`src/inc/alert_route_pkg.sv`:
```
/*
 * Constants for the first alert pin routing block: register offset,
 * field positions of the routing mask, reset value and pulse timing.
 * Assumes a 100 MHz block clock.
 */
package alert_route_pkg;

    // ------------------------------------------------------------
    // Register map
    // ------------------------------------------------------------
    localparam int ADDR_W = 8;
    localparam int DATA_W = 24;
    localparam logic [ADDR_W-1:0] ALERT_PIN1_ROUTE_MASK_ADDR = 8'h27;
    localparam logic [DATA_W-1:0] ROUTE_MASK_RESET = 24'h000000;
    // Bit 0 is unimplemented and reads zero
    localparam logic [DATA_W-1:0] ROUTE_MASK_WRITABLE = 24'hfffffe;

    // ------------------------------------------------------------
    // Field positions (channel 1 at the top bit of each group)
    // ------------------------------------------------------------
    localparam int CHAN_N = 4;
    localparam int OVERCURRENT_LSB = 20;
    localparam int UNDERCURRENT_LSB = 16;
    localparam int OVERVOLTAGE_LSB = 12;
    localparam int UNDERVOLTAGE_LSB = 8;
    localparam int OVERPOWER_LSB = 4;
    localparam int ACCUMULATOR_FULL_BIT = 3;
    localparam int SAMPLE_TALLY_FULL_BIT = 2;
    localparam int CONV_DONE_PULSE_BIT = 1;
    localparam int UNUSED_BIT = 0;

    // ------------------------------------------------------------
    // Timing
    // ------------------------------------------------------------
    localparam int CLK_PERIOD_PS = 10000;
    localparam int CONV_PULSE_TIME_NS = 5000;
    localparam int CONV_PULSE_CYCLES = (CONV_PULSE_TIME_NS * 1000) / CLK_PERIOD_PS;
    localparam int PULSE_CNT_W = 16;

endpackage

```
`src/alert_pin1_routing_mask.sv`:
```
/*
 * Routing mask for the first shared alert / low-rate pin.
 * Holds the 24-bit routing register, combines tripped conditions with
 * their enables, adds the conversion-complete pulse and drives the
 * open-drain pin when its function is set to alert.
 * Assumes tripped conditions, conversion strobe and pin function select
 * come synchronous from the comparators and configuration logic.
 */
`timescale 1ns/1ps
module alert_pin1_routing_mask
    import alert_route_pkg::*;
#(
    parameter int PULSE_CYCLES = alert_route_pkg::CONV_PULSE_CYCLES
) (
    // Clock and reset
    input wire logic clk,
    input wire logic nrst,
    // Register port
    input wire logic [alert_route_pkg::ADDR_W-1:0] reg_addr,
    input wire logic reg_wr,
    input wire logic reg_rd,
    input wire logic [alert_route_pkg::DATA_W-1:0] reg_wdata,
    output logic [alert_route_pkg::DATA_W-1:0] reg_rdata,
    // Tripped conditions, same layout as the routing mask
    input wire logic [alert_route_pkg::DATA_W-1:0] alert_tripped,
    input wire logic conv_done,
    // Pin function select: high means alert
    input wire logic pin_func_alert,
    // Shared pin, open drain, active low
    input wire logic shared_alert_pin_one_in,
    output logic shared_alert_pin_one_out,
    output logic shared_alert_pin_one_oe_n,
    // Low-rate sampling request to the conversion sequencer
    output logic slow_request,
    // Internal view of the pin drive: alert level gated by the alert pin function
    output logic alert_active
);

    import alert_route_pkg::*;

    // ------------------------------------------------------------
    // Reset release
    // ------------------------------------------------------------
    logic rst_meta_q;
    logic rst_n_q;

    always_ff @(posedge clk or negedge nrst) begin
        if (!nrst) begin
            rst_meta_q <= 1'b0;
            rst_n_q <= 1'b0;
        end else begin
            rst_meta_q <= 1'b1;
            rst_n_q <= rst_meta_q;
        end
    end

    // ------------------------------------------------------------
    // Routing register
    // ------------------------------------------------------------
    logic [DATA_W-1:0] route_mask_q;
    logic [DATA_W-1:0] route_mask_d;
    logic addr_hit;
    logic mask_wr;

    assign addr_hit = (reg_addr == ALERT_PIN1_ROUTE_MASK_ADDR);
    assign mask_wr = reg_wr && addr_hit;
    // Unimplemented bit never stored
    assign route_mask_d = mask_wr ? (reg_wdata & ROUTE_MASK_WRITABLE) : route_mask_q;

    always_ff @(posedge clk or negedge rst_n_q) begin
        if (!rst_n_q) begin
            route_mask_q <= ROUTE_MASK_RESET;
        end else begin
            route_mask_q <= route_mask_d;
        end
    end

    // ------------------------------------------------------------
    // Read back
    // ------------------------------------------------------------
    logic [DATA_W-1:0] rdata_q;
    logic [DATA_W-1:0] rdata_d;

    // Unmapped addresses read zero
    assign rdata_d = !reg_rd ? rdata_q :
                     addr_hit ? (route_mask_q & ROUTE_MASK_WRITABLE) : '0;

    always_ff @(posedge clk or negedge rst_n_q) begin
        if (!rst_n_q) begin
            rdata_q <= '0;
        end else begin
            rdata_q <= rdata_d;
        end
    end

    assign reg_rdata = rdata_q;

    // ------------------------------------------------------------
    // Field views of the mask
    // ------------------------------------------------------------
    logic [CHAN_N-1:0] oc_route;
    logic [CHAN_N-1:0] uc_route;
    logic [CHAN_N-1:0] ov_route;
    logic [CHAN_N-1:0] uv_route;
    logic [CHAN_N-1:0] op_route;
    logic accumulator_full_route;
    logic sample_tally_full_route;
    logic conversion_done_pulse_enable;

    assign oc_route = route_mask_q[OVERCURRENT_LSB +: CHAN_N];
    assign uc_route = route_mask_q[UNDERCURRENT_LSB +: CHAN_N];
    assign ov_route = route_mask_q[OVERVOLTAGE_LSB +: CHAN_N];
    assign uv_route = route_mask_q[UNDERVOLTAGE_LSB +: CHAN_N];
    assign op_route = route_mask_q[OVERPOWER_LSB +: CHAN_N];
    assign accumulator_full_route = route_mask_q[ACCUMULATOR_FULL_BIT];
    assign sample_tally_full_route = route_mask_q[SAMPLE_TALLY_FULL_BIT];
    assign conversion_done_pulse_enable = route_mask_q[CONV_DONE_PULSE_BIT];

    // ------------------------------------------------------------
    // Field views of the tripped conditions
    // ------------------------------------------------------------
    logic [CHAN_N-1:0] oc_trip;
    logic [CHAN_N-1:0] uc_trip;
    logic [CHAN_N-1:0] ov_trip;
    logic [CHAN_N-1:0] uv_trip;
    logic [CHAN_N-1:0] op_trip;
    logic acc_full_trip;
    logic tally_full_trip;

    assign oc_trip = alert_tripped[OVERCURRENT_LSB +: CHAN_N];
    assign uc_trip = alert_tripped[UNDERCURRENT_LSB +: CHAN_N];
    assign ov_trip = alert_tripped[OVERVOLTAGE_LSB +: CHAN_N];
    assign uv_trip = alert_tripped[UNDERVOLTAGE_LSB +: CHAN_N];
    assign op_trip = alert_tripped[OVERPOWER_LSB +: CHAN_N];
    assign acc_full_trip = alert_tripped[ACCUMULATOR_FULL_BIT];
    assign tally_full_trip = alert_tripped[SAMPLE_TALLY_FULL_BIT];

    // ------------------------------------------------------------
    // Routed condition combine
    // ------------------------------------------------------------
    logic current_hit;
    logic voltage_hit;
    logic power_hit;
    logic accum_hit;
    logic routed_any;

    assign current_hit = |(oc_trip & oc_route) | |(uc_trip & uc_route);
    assign voltage_hit = |(ov_trip & ov_route) | |(uv_trip & uv_route);
    assign power_hit = |(op_trip & op_route);
    assign accum_hit = (acc_full_trip & accumulator_full_route)
                     | (tally_full_trip & sample_tally_full_route);
    // Level, not latched: the status side keeps the condition sticky
    assign routed_any = current_hit | voltage_hit | power_hit | accum_hit;

    // ------------------------------------------------------------
    // Conversion-complete pulse
    // ------------------------------------------------------------
    logic conv_pulse_start;
    logic conv_pulse_busy;

    // Enable sampled at the conversion end; clearing it later does not cut the pulse
    assign conv_pulse_start = conv_done && conversion_done_pulse_enable;

    conv_pulse_timer #(
        .PULSE_CYCLES(PULSE_CYCLES),
        .CNT_W(PULSE_CNT_W)
    ) u_conv_pulse (
        .clk(clk),
        .rst_n(rst_n_q),
        .start(conv_pulse_start),
        .busy(conv_pulse_busy)
    );

    // ------------------------------------------------------------
    // Pin drive
    // ------------------------------------------------------------
    logic alert_level;
    logic drive_low;
    logic pin_oe_n_d;
    logic pin_oe_n_q;
    logic alert_active_q;

    assign alert_level = routed_any | conv_pulse_busy;
    // Pin left alone in low-rate mode
    assign drive_low = pin_func_alert && alert_level;
    // Enable kept in its own flop so the pin sees no gate after it
    assign pin_oe_n_d = !drive_low;

    always_ff @(posedge clk or negedge rst_n_q) begin
        if (!rst_n_q) begin
            pin_oe_n_q <= 1'b1;
            alert_active_q <= 1'b0;
        end else begin
            pin_oe_n_q <= pin_oe_n_d;
            alert_active_q <= drive_low;
        end
    end

    // ------------------------------------------------------------
    // Output data is a constant low flop; only the enable moves
    // ------------------------------------------------------------
    logic pin_data_q;

    always_ff @(posedge clk or negedge rst_n_q) begin
        if (!rst_n_q) begin
            pin_data_q <= 1'b0;
        end else begin
            pin_data_q <= 1'b0;
        end
    end

    assign shared_alert_pin_one_out = pin_data_q;
    assign shared_alert_pin_one_oe_n = pin_oe_n_q;
    assign alert_active = alert_active_q;

    // ------------------------------------------------------------
    // Low-rate sampling control
    // ------------------------------------------------------------
    logic slow_d;
    logic slow_q;

    // Pin input ignored entirely in alert mode so own drive cannot echo back
    assign slow_d = !pin_func_alert && shared_alert_pin_one_in;

    always_ff @(posedge clk or negedge rst_n_q) begin
        if (!rst_n_q) begin
            slow_q <= 1'b0;
        end else begin
            slow_q <= slow_d;
        end
    end

    assign slow_request = slow_q;

endmodule // alert_pin1_routing_mask

```
`src/conv_pulse_timer.sv`:
```
/*
 * Fixed-length pulse timer: a start strobe raises the output for
 * PULSE_CYCLES clocks. A fresh start restarts the count.
 * Assumes a synchronous, already released active-low reset.
 */
`timescale 1ns/1ps
module conv_pulse_timer #(
    parameter int PULSE_CYCLES = 500,
    parameter int CNT_W = 16
) (
    // Clock and reset
    input wire logic clk,
    input wire logic rst_n,
    // Control
    input wire logic start,
    output logic busy
);

    logic [CNT_W-1:0] remain_q;
    logic [CNT_W-1:0] remain_d;
    logic busy_q;
    logic busy_d;

    localparam logic [CNT_W-1:0] LOAD_VAL = CNT_W'(PULSE_CYCLES - 1);
    localparam logic [CNT_W-1:0] ONE = {{(CNT_W-1){1'b0}}, 1'b1};

    assign remain_d = start ? LOAD_VAL :
                      (busy_q && remain_q != '0) ? remain_q - ONE : remain_q;
    assign busy_d = start ? 1'b1 : (busy_q && remain_q != '0);

    always_ff @(posedge clk or negedge rst_n) begin
        if (!rst_n) begin
            remain_q <= '0;
            busy_q <= 1'b0;
        end else begin
            remain_q <= remain_d;
            busy_q <= busy_d;
        end
    end

    assign busy = busy_q;

endmodule // conv_pulse_timer

```
`config.mk`:
```
export PLATFORM = sky130hd
export DESIGN_NAME = alert_pin1_routing_mask
export DESIGN_NICKNAME = d
export VERILOG_FILES = /design/src/inc/alert_route_pkg.sv /design/src/alert_pin1_routing_mask.sv /design/src/conv_pulse_timer.sv
export SDC_FILE = /design/constraint.sdc
export NUM_CORES = 1
export LEC_CHECK = 0
export BUFFER_PORTS_ARGS = -buffer_cell sky130_fd_sc_hd__buf_2
export CAP_MARGIN = 5
export CORE_AREA = 2 2 77 79
export DETAILED_ROUTE_END_ITERATION = 7
export DIE_AREA = 0 0 79 81
export GPL_ROUTABILITY_DRIVEN = 0
export PLACE_DENSITY = 0.82
export SLEW_MARGIN = 20
export SYNTH_ARGS = -nofsm -noshare
export SYNTH_HDL_FRONTEND = slang
export SYNTH_SLANG_ARGS = --single-unit
```
`constraint.sdc`:
```
create_clock -name clk -period 3 [get_ports clk]
set_input_delay 0 -clock clk [delete_from_list [all_inputs] [get_ports clk]]
set_output_delay 0 -clock clk [all_outputs]
set_load 0.02 [all_outputs]
```
==> results of run 1 <==
through the flow:
step / hold slack [ps] / power, mW / instance area [µm²] / util, %
3_3_place_gp: -211 / 1.42 / 3400 / 60.0
5_1_grt: 113 / 2.34 / 3880 / 68.4
4_1_cts: 69.7 / 2.22 / 3880 / 68.4
3_5_place_dp: -211 / 1.44 / 3400 / 60.0
2_1_floorplan: -296 / 1.33 / 2920 / -
6_report: 88.3 / 2.22 / 3880 / 68.4
synthesized netlist by cell type, drive strengths merged (2+ instances only):
master / n
o31ai: 3
a31oi: 2
a22o: 24
o21ai: 5
mux2: 23
nor2: 8
buf: 7
nand4: 4
a21oi: 6
a22oi: 7
nand2: 13
or3: 3
a311oi: 2
nor4: 5
nand3: 6
conb: 2
o211ai: 2
inv: 6
nor3: 5
and3: 2
and2: 5
clkbuf: 5
or4: 3
mux2i: 4
dfrtp: 67
sequential cells by signal (all words and copies together) (netlist names):
| name | cells |
|---|---|
| alert_active | 1 |
| reg_rdata | 23 |
| slow_request | 1 |
| u_conv_pulse.remain_q | 16 |
| rst_n_q | 1 |
| route_mask_q | 23 |
| u_conv_pulse.busy | 1 |
| shared_alert_pin_one_oe_n | 1 |
| rst_meta_q | 1 |
worst max-delay path, cell delays in order (launching register included):
cell           delay (ps)
dfrtp_1               400
a222oi_1              400
nand3_1               220
o31ai_1               260
dlygate4sd3_1         580
placed cells by master, fill, tap and decap left out, types with 5 or more instances in the layout:
cell type and count:
dlygate4sd3_1 28, nor2_1 8, a22o_1 24, nor3_1 5
mux2_2 23, clkbuf_8 11, inv_1 6, dfrtp_1 66
and2_1 5, nand3_1 6, a21oi_1 6, buf_2 85
a22oi_1 7, nand2_1 13
layout make-up:
cell class / count / area, µm²
tap: 75 / 93.8
fill: 423 / 1790
sequential: 68 / 1700
clock inverter: 2 / 35.0
timing repair buffer: 114 / 726
inverter: 6 / 22.5
multi-input combinational: 151 / 1140
clock buffer: 14 / 163
what timing repair did:
action,in CTS,in global routing
hold buffers,28,0
hold endpoints to repair,28,0
resized for setup,0,0
worst max-delay path by stage:
stage,start,end,slack (ps),cells past startpoint
2_1_floorplan,rst_n_q,alert_active,970,0
3_3_place_gp,u_conv_pulse.remain_q[0],u_conv_pulse.remain_q[12],1200,6
3_5_place_dp,u_conv_pulse.remain_q[0],u_conv_pulse.remain_q[0],1130,6
4_1_cts,u_conv_pulse.remain_q[0],u_conv_pulse.remain_q[0],1110,6
5_1_grt,u_conv_pulse.remain_q[0],u_conv_pulse.remain_q[0],840,6
6_report,route_mask_q[11],shared_alert_pin_one_oe_n,1080,4
kinds of logic after synthesis:
group / synth area share (%)
AO/OA/AOI/OAI: 15.8
other: 0.257
AND/OR/NAND/NOR: 12.2
adder cells (fa/ha/maj): 0.428
flip-flops: 58.3
multiplexers: 10.2
buffers and inverters: 2.83
layer usage:
metal  global-route usage [%]  part of all wire (%)
met1                     30.1                    40
met2                     43.8                    50
met3                     9.11                   6.9
met4                     10.7                   2.5
met5                        0                     0
power by group:
group / total (mW) / internal, mW / switching (mW)
Sequential: 1.13 / 1.00 / 0.129
Clock: 0.764 / 0.430 / 0.334
Combinational: 0.327 / 0.164 / 0.163
Total: 2.22 / 1.60 / 0.626
==> reports/metrics.yaml, run 1 <==
critical_path:
  startpoint_type: "flip-flop"
  crit_arrival_ps: 2200
  cp-end-kind: "flip-flop"
  worstSetupPathType: "flip-flop to flip-flop"
  r2r_cells: 4
  critPathRequiredTime_ps: 3280
  reg2reg_to: "shared_alert_pin_one_oe_n"
  worstPathMaxFanout: 3
  r2r_setup_slack_ps: 1080
  r2r_start: "route_mask_q[11]"
hold_path:
  holdPathStages: 4
  hp-start: "alert_tripped[13]"
  hold_end: "alert_active"
  hold_path_class: "input port to flip-flop"
yosys:
  yosysWarnings: 0
  avgSynthCellArea_um2: 12.4
  yosysTopAreaCell: "dfrtp_1"
  synth_area_um2: 2920
  async_flop_share_pct: 100
  synth-edff-count: 0
  synth_area_leaders: "dfrtp_1 (57%), mux2_2 (8.9%), a22o_1 (7.2%)"
  syn_inst: 236
  synth.distinct_cells: 47
  yosys.area.top_type_share_pct: 57.4
  ys_seq_area_share_pct: 58.3
  synth_seq_cells: 68
  ys.flop_type: "dfrtp_1"
floorplanning:
  core_region_area_um2: 5680
  die_h_um: 81
  die_x_um: 79
  io_pins: 91
  dieArea_um2: 6400
  start_util_pct: 51.5
  num_rows: 28
placement:
  port_buffers: 85
  dp_cells: 386
  dp_hpwl_um: 4680
  post-place-ws_ps: 1130
status:
  status: "completed"
layout:
  syn_to_final_growth_pct: 32.9
  stdcell_count: 430
  nets: 414
  layout-drive-gt1-share_pct: 36.3
  diodes: 0
clock_tree:
  clock_latency_ps: 340
  numCtsBuffers: 9
  clockRootBuffer: "clkbuf_8"
  cts_sinks: 68
  clk_pin_slew_ps: 70
  htreeDepth: 3
  cts_tree: "built"
  cts_buffer_depth: 2
  postCtsSetupBuffers: 0
routing:
  route.detailed.drc: 0
  vias: 2444
  dr.pass1.iters: 5
  ant_nets: 0
  vias_per_cell: 5.68
  wire_per_inst_um: 17.6
  wirelength_um: 7580
  dr.first_iter.drc_count: 171
global_route:
  grt_first_pass_wirelength_um: 12300
  antenna_found_initial: 0
  grt_max_degree: 35
  grt_pass1_vias: 2567
  track_usage_pct: 25.8
  grt_overflow: 0
timing:
  maxClockFrequency_mhz: 521
  maxSlewHeadroom_pct: 31.8
  layout_min_cycle_time_ps: 1920
  final_hold_viol_count: 0
  rsz0062_at_grt: "false"
  finalCritPeriodShare_pct: 64.0
  setup_viol: 0
  finClkSkew_ps: 9.36
  drv_slew: 0
  setup_slack_ps: 1080
  setup_tns_ps: 0
  tightestPinTransition_ps: 1020
pwr:
  irDropWorstVdd_mv: 0.397
  leakage_nw: 1.95
  p_per_area_nw_per_um2: 573
flow_run:
  maxCapViolations: 0
Power figures use the tool's default switching activity.
==> inputs of run 2 (changes only) <==
--- a/config.mk
+++ b/config.mk
@@ -7,11 +7,11 @@
 export LEC_CHECK = 0
 export BUFFER_PORTS_ARGS = -buffer_cell sky130_fd_sc_hd__buf_2
 export CAP_MARGIN = 5
-export CORE_AREA = 2 2 77 79
+export CORE_AREA = 2 2 79 81
 export DETAILED_ROUTE_END_ITERATION = 7
-export DIE_AREA = 0 0 79 81
+export DIE_AREA = 0 0 81 83
 export GPL_ROUTABILITY_DRIVEN = 0
-export PLACE_DENSITY = 0.82
+export PLACE_DENSITY = 0.78
 export SLEW_MARGIN = 20
 export SYNTH_ARGS = -nofsm -noshare
 export SYNTH_HDL_FRONTEND = slang
==> constraint.sdc (replaced) <==
create_clock -name clk -period 2 [get_ports clk]
set_input_delay 0 -clock clk [delete_from_list [all_inputs] [get_ports clk]]
set_output_delay 0 -clock clk [all_outputs]
set_load 0.02 [all_outputs]
==> reports/metrics.yaml, run 2 (synthesis gave the netlist of run 1 again) <==
layout:
  fill_cells: 444
  regArea_um2: 1700
  fin_area_um2: 3930
  multiInputGateArea_um2: 1150
  layout-drive-gt1-share_pct: 38.7
  layout_commonest_cell: "buf_2"
  stdcell_count: 434
  nets: 419
  final_cell_mix: "buf_2 (85), dfrtp_1 (66), dlygate4sd3_1 (28), a22o_1 (24), mux2_2 (23)"
  diodes: 0
  syn_to_final_growth_pct: 34.4
timing:
  maxSlewHeadroom_pct: 51.2
  finalCritPeriodShare_pct: 96.5
  finClkSkew_ps: 7.40
  setup_tns_ps: 0
  layout_min_cycle_time_ps: 1930
  final_hold_viol_count: 0
  fin_worst_hold_slack_ps: 121
  rsz0062_at_grt: "false"
  drv_slew: 0
  tightestPinTransition_ps: 730
  maxClockFrequency_mhz: 518
  setup_viol: 0
routing:
  dr.pass1.iters: 4
  route.detailed.drc: 0
  ant_nets: 0
  wirelength_um: 7610
  vias: 2452
  vias_per_cell: 5.65
  dr.first_iter.drc_count: 148
  wire_per_inst_um: 17.5
critical_path:
  worstSetupPathType: "flip-flop to flip-flop"
  r2r_setup_slack_ps: 70
  worstPathMaxFanout: 3
  crit_arrival_ps: 2210
  critPathRequiredTime_ps: 2280
  startpoint_type: "flip-flop"
  cp-end-kind: "flip-flop"
global_route:
  track_usage_pct: 24.0
  grt_max_degree: 27
  grt_overflow: 0
  antenna_found_initial: 0
  grt_pass1_vias: 2630
  grt_first_pass_wirelength_um: 12300
floorplanning:
  io_pins: 91
  start_util_pct: 50.2
  die_h_um: 83
  die_x_um: 81
  dieArea_um2: 6720
  num_rows: 28
  core_region_area_um2: 5820
flow_run:
  maxCapViolations: 0
pwr:
  seq_power_share_pct: 51.2
  swShare_pct: 28.7
  total_power_mw: 3.31
  leakage_nw: 1.98
  p_switching_mw: 0.950
  pwr-share-comb_pct: 15.7
  irDropWorstVdd_mv: 0.537
  clockPowerShare_pct: 33.2
  internal_power_mw: 2.36
  p_per_area_nw_per_um2: 843
clock_tree:
  clk_pin_slew_ps: 70
  htreeDepth: 3
  cts_buffer_depth: 2
  clockRootBuffer: "clkbuf_8"
  clock_latency_ps: 340
  numCtsBuffers: 9
  cts_tree: "built"
  cts_sinks: 68
placement:
  dpl_cell_area_um2: 3430
  port_buffers: 85
  dp_cells: 390
  dp_hpwl_um: 4850
status:
  status: "completed"
hold_path:
  hold_path_class: "input port to flip-flop"
-- run 2: routing by layer --
| layer | track usage, % | up-vias | part of all wire, % |
|---|---|---|---|
| met1 | 29.3 | 1215 | 41 |
| met5 | 0 | - | 0 |
| met4 | 10.0 | 0 | 2.2 |
| met2 | 39.4 | 90 | 51 |
| li1 | - | 1128 | - |
| met3 | 7.07 | 19 | 6.2 |
-- run 2: timing repair --
action,4_1_cts,5_1_grt
resized for setup,0,3
hold endpoints to repair,28,0
hold buffers,28,0
endpoints found under the setup margin,0,2
buffers inserted,0,1
-- run 2: critical path, stage by stage, from the launching register on --
cell and delay (ps):
dfrtp_1 400, a222oi_1 430, nand3_1 220, o31ai_2 230
dlygate4sd3_1 590
-- run 2: final timing paths --
path,startpoint,end,cells after the start
worst max register to register,route_mask_q[11],shared_alert_pin_one_oe_n,4
max in group asynchronous,rst_n_q,shared_alert_pin_one_oe_n,1
worst min register to register,rst_n_q,route_mask_q[3],0
min in group asynchronous,rst_n_q,route_mask_q[3],0
worst min-delay path,alert_tripped[6],alert_active,4
worst max-delay path,route_mask_q[11],shared_alert_pin_one_oe_n,4
-- run 2: stage by stage --
stage          utilization [%]  setup slack [ps]
2_1_floorplan                -               370
3_3_place_gp              59.1               218
3_5_place_dp              59.1               181
4_1_cts                   67.1              96.0
5_1_grt                   67.5              12.7
6_report                  67.5              70.0
-- run 2: final cells by class --
class | instances | share of cell area, %
flip-flops and latches | 68 | 43.4
clock inverters | 5 | 1.34
multi-input cells | 151 | 29.3
well taps | 75 | 2.39
inverters | 6 | 0.574
repair buffers | 119 | 19.4
clock buffers | 10 | 3.51
-- run 2: power by group through the flow --
stage / combinational (mW) / clock (mW) / sequential (mW)
after floorplan: 0.308 / 0 / 1.69
after global placement: 0.437 / 0 / 1.70
after detailed placement: 0.457 / 0 / 1.71
after CTS: 0.502 / 1.11 / 1.69
after global routing: 0.586 / 1.17 / 1.71
final: 0.518 / 1.10 / 1.69
==> inputs of run 3 (changes only) <==
--- a/config.mk
+++ b/config.mk
@@ -7,11 +7,12 @@
 export LEC_CHECK = 0
 export BUFFER_PORTS_ARGS = -buffer_cell sky130_fd_sc_hd__buf_2
 export CAP_MARGIN = 5
-export CORE_AREA = 2 2 79 81
+export CORE_AREA = 2 2 78 80
+export CTS_BUF_LIST = sky130_fd_sc_hd__clkbuf_8
 export DETAILED_ROUTE_END_ITERATION = 7
-export DIE_AREA = 0 0 81 83
+export DIE_AREA = 0 0 80 82
 export GPL_ROUTABILITY_DRIVEN = 0
-export PLACE_DENSITY = 0.78
+export PLACE_DENSITY = 0.8
 export SLEW_MARGIN = 20
 export SYNTH_ARGS = -nofsm -noshare
 export SYNTH_HDL_FRONTEND = slang
==> reports/metrics.yaml, run 3 (synthesis gave the netlist of run 1 again) <==
clock_tree:
  numCtsBuffers: 9
  clk_pin_slew_ps: 80
  clockRootBuffer: "clkbuf_8"
  postCtsSetupBuffers: 0
  cts_buffer_depth: 2
  cts_tree: "built"
  clock_latency_ps: 350
  cts_sinks: 68
  htreeDepth: 3
placement:
  post-place-ws_ps: 142
  port_buffers: 85
  dp_cells: 388
  dp_hpwl_um: 4580
hold_path:
  hold_path_class: "input port to flip-flop"
global_route:
  grt_max_degree: 67
  grt_pass1_vias: 2576
  antenna_found_initial: 0
  track_usage_pct: 26.3
  grt_overflow: 0
  grt_first_pass_wirelength_um: 12700
timing:
  layout_min_cycle_time_ps: 2050
  tightestPinTransition_ps: 780
  maxClockFrequency_mhz: 487
  setup_slack_ps: -52.2
  finalCritPeriodShare_pct: 103
  maxSlewHeadroom_pct: 48.0
  final_hold_viol_count: 0
  finClkSkew_ps: 6.82
  rsz0062_at_grt: "true"
  drv_slew: 0
  setup_viol: 1
routing:
  dr.first_iter.drc_count: 175
  wire_per_inst_um: 18.7
  ant_nets: 0
  vias_per_cell: 5.79
  vias: 2503
  dr.pass1.iters: 4
  wirelength_um: 8070
  route.detailed.drc: 0
floorplanning:
  io_pins: 91
  num_rows: 28
  die_x_um: 80
  start_util_pct: 50.8
  die_h_um: 82
  dieArea_um2: 6560
  core_region_area_um2: 5750
pwr:
  internal_power_mw: 2.39
  p_switching_mw: 0.979
  irDropWorstVdd_mv: 0.619
  swShare_pct: 29.0
  total_power_mw: 3.37
  pwr-share-comb_pct: 15.3
  seq_power_share_pct: 50.3
  leakage_nw: 1.97
  p_per_area_nw_per_um2: 861
  clockPowerShare_pct: 34.4
critical_path:
  crit_arrival_ps: 2340
  worstSetupPathType: "flip-flop to flip-flop"
  startpoint_type: "flip-flop"
  critPathRequiredTime_ps: 2290
  cp-end-kind: "flip-flop"
  worstPathMaxFanout: 3
layout:
  stdcell_count: 432
  syn_to_final_growth_pct: 34.1
  final_cell_mix: "buf_2 (85), dfrtp_1 (66), dlygate4sd3_1 (28), a22o_1 (24), mux2_2 (23)"
  diodes: 0
  layout_commonest_cell: "buf_2"
  nets: 416
  fill_cells: 388
  layout-drive-gt1-share_pct: 37.5
flow_run:
  maxCapViolations: 0
status:
  status: "finished, violations left"
  violations: "setup timing"
run 3: changes by cell type in the layout (fill, tap and decap cells not counted), sizes merged:
cell and change:
clkbuf +1, clkinv -1, buf -3, inv +1
run 3: final cells by class:
type                            count  area, µm²  share of cell area (%)
Timing Repair Buffer              116        741                    18.9
Sequential cell                    68       1700                    43.5
Inverter                            6       22.5                   0.575
Clock buffer                       11        151                    3.87
Clock inverter                      5       51.3                    1.31
Multi-Input combinational cell    151       1150                    29.4
Tap cell                           75       93.8                    2.40
run 3: metal layers:
metal,routed length [µm],GRT usage [%]
met5,0,0
met4,408,17.5
met3,542,6.48
met2,4000,43.8
met1,3120,30.1
run 3: path summary, 6_finish.rpt:
path | startpoint | endpoint | slack (ps) | cells after the start
worst max-delay path | route_mask_q[9] | shared_alert_pin_one_oe_n | -50 | 5
worst min-delay path | alert_tripped[14] | alert_active | 110 | 4
worst max register to register | route_mask_q[9] | shared_alert_pin_one_oe_n | -50 | 5
worst min register to register | rst_n_q | u_conv_pulse.remain_q[13] | 270 | 1
max in group asynchronous | nrst | rst_n_q | 1360 | 3
min in group asynchronous | rst_n_q | u_conv_pulse.remain_q[13] | 270 | 1
run 3: timing repair:
| action | in CTS | in global routing |
|---|---|---|
| resized for setup | 0 | 2 |
| setup endpoints to repair | 0 | 8 |
| hold buffers | 28 | 0 |
| hold endpoints to repair | 28 | 0 |
run 3: power groups by stage:
| stage | logic, mW | clock network [mW] | registers (mW) |
|---|---|---|---|
| after floorplan | 0.308 | 0 | 1.69 |
| after global placement | 0.439 | 0 | 1.69 |
| after detailed placement | 0.454 | 0 | 1.70 |
| after CTS | 0.499 | 1.16 | 1.68 |
| after global routing | 0.584 | 1.22 | 1.72 |
| final | 0.516 | 1.16 | 1.70 |
run 3: critical path, stage by stage (launching register included):
cell and delay, ps:
dfrtp_1 430, a22o_1 240, a221oi_1 300, nand3_1 210
o31ai_2 230, dlygate4sd3_1 580
run 3: metrics by stage:
stage                     hold slack [ps]  setup TNS, ps  cell area [µm²]  util, %
after floorplan                      -296              0             2930        -
after global placement               -211              0             3420     59.5
after detailed placement             -211              0             3420     59.5
after CTS                            21.8              0             3900     67.9
after global routing                  142          -66.6             3920     68.2
final                                 111          -52.2             3920     68.2
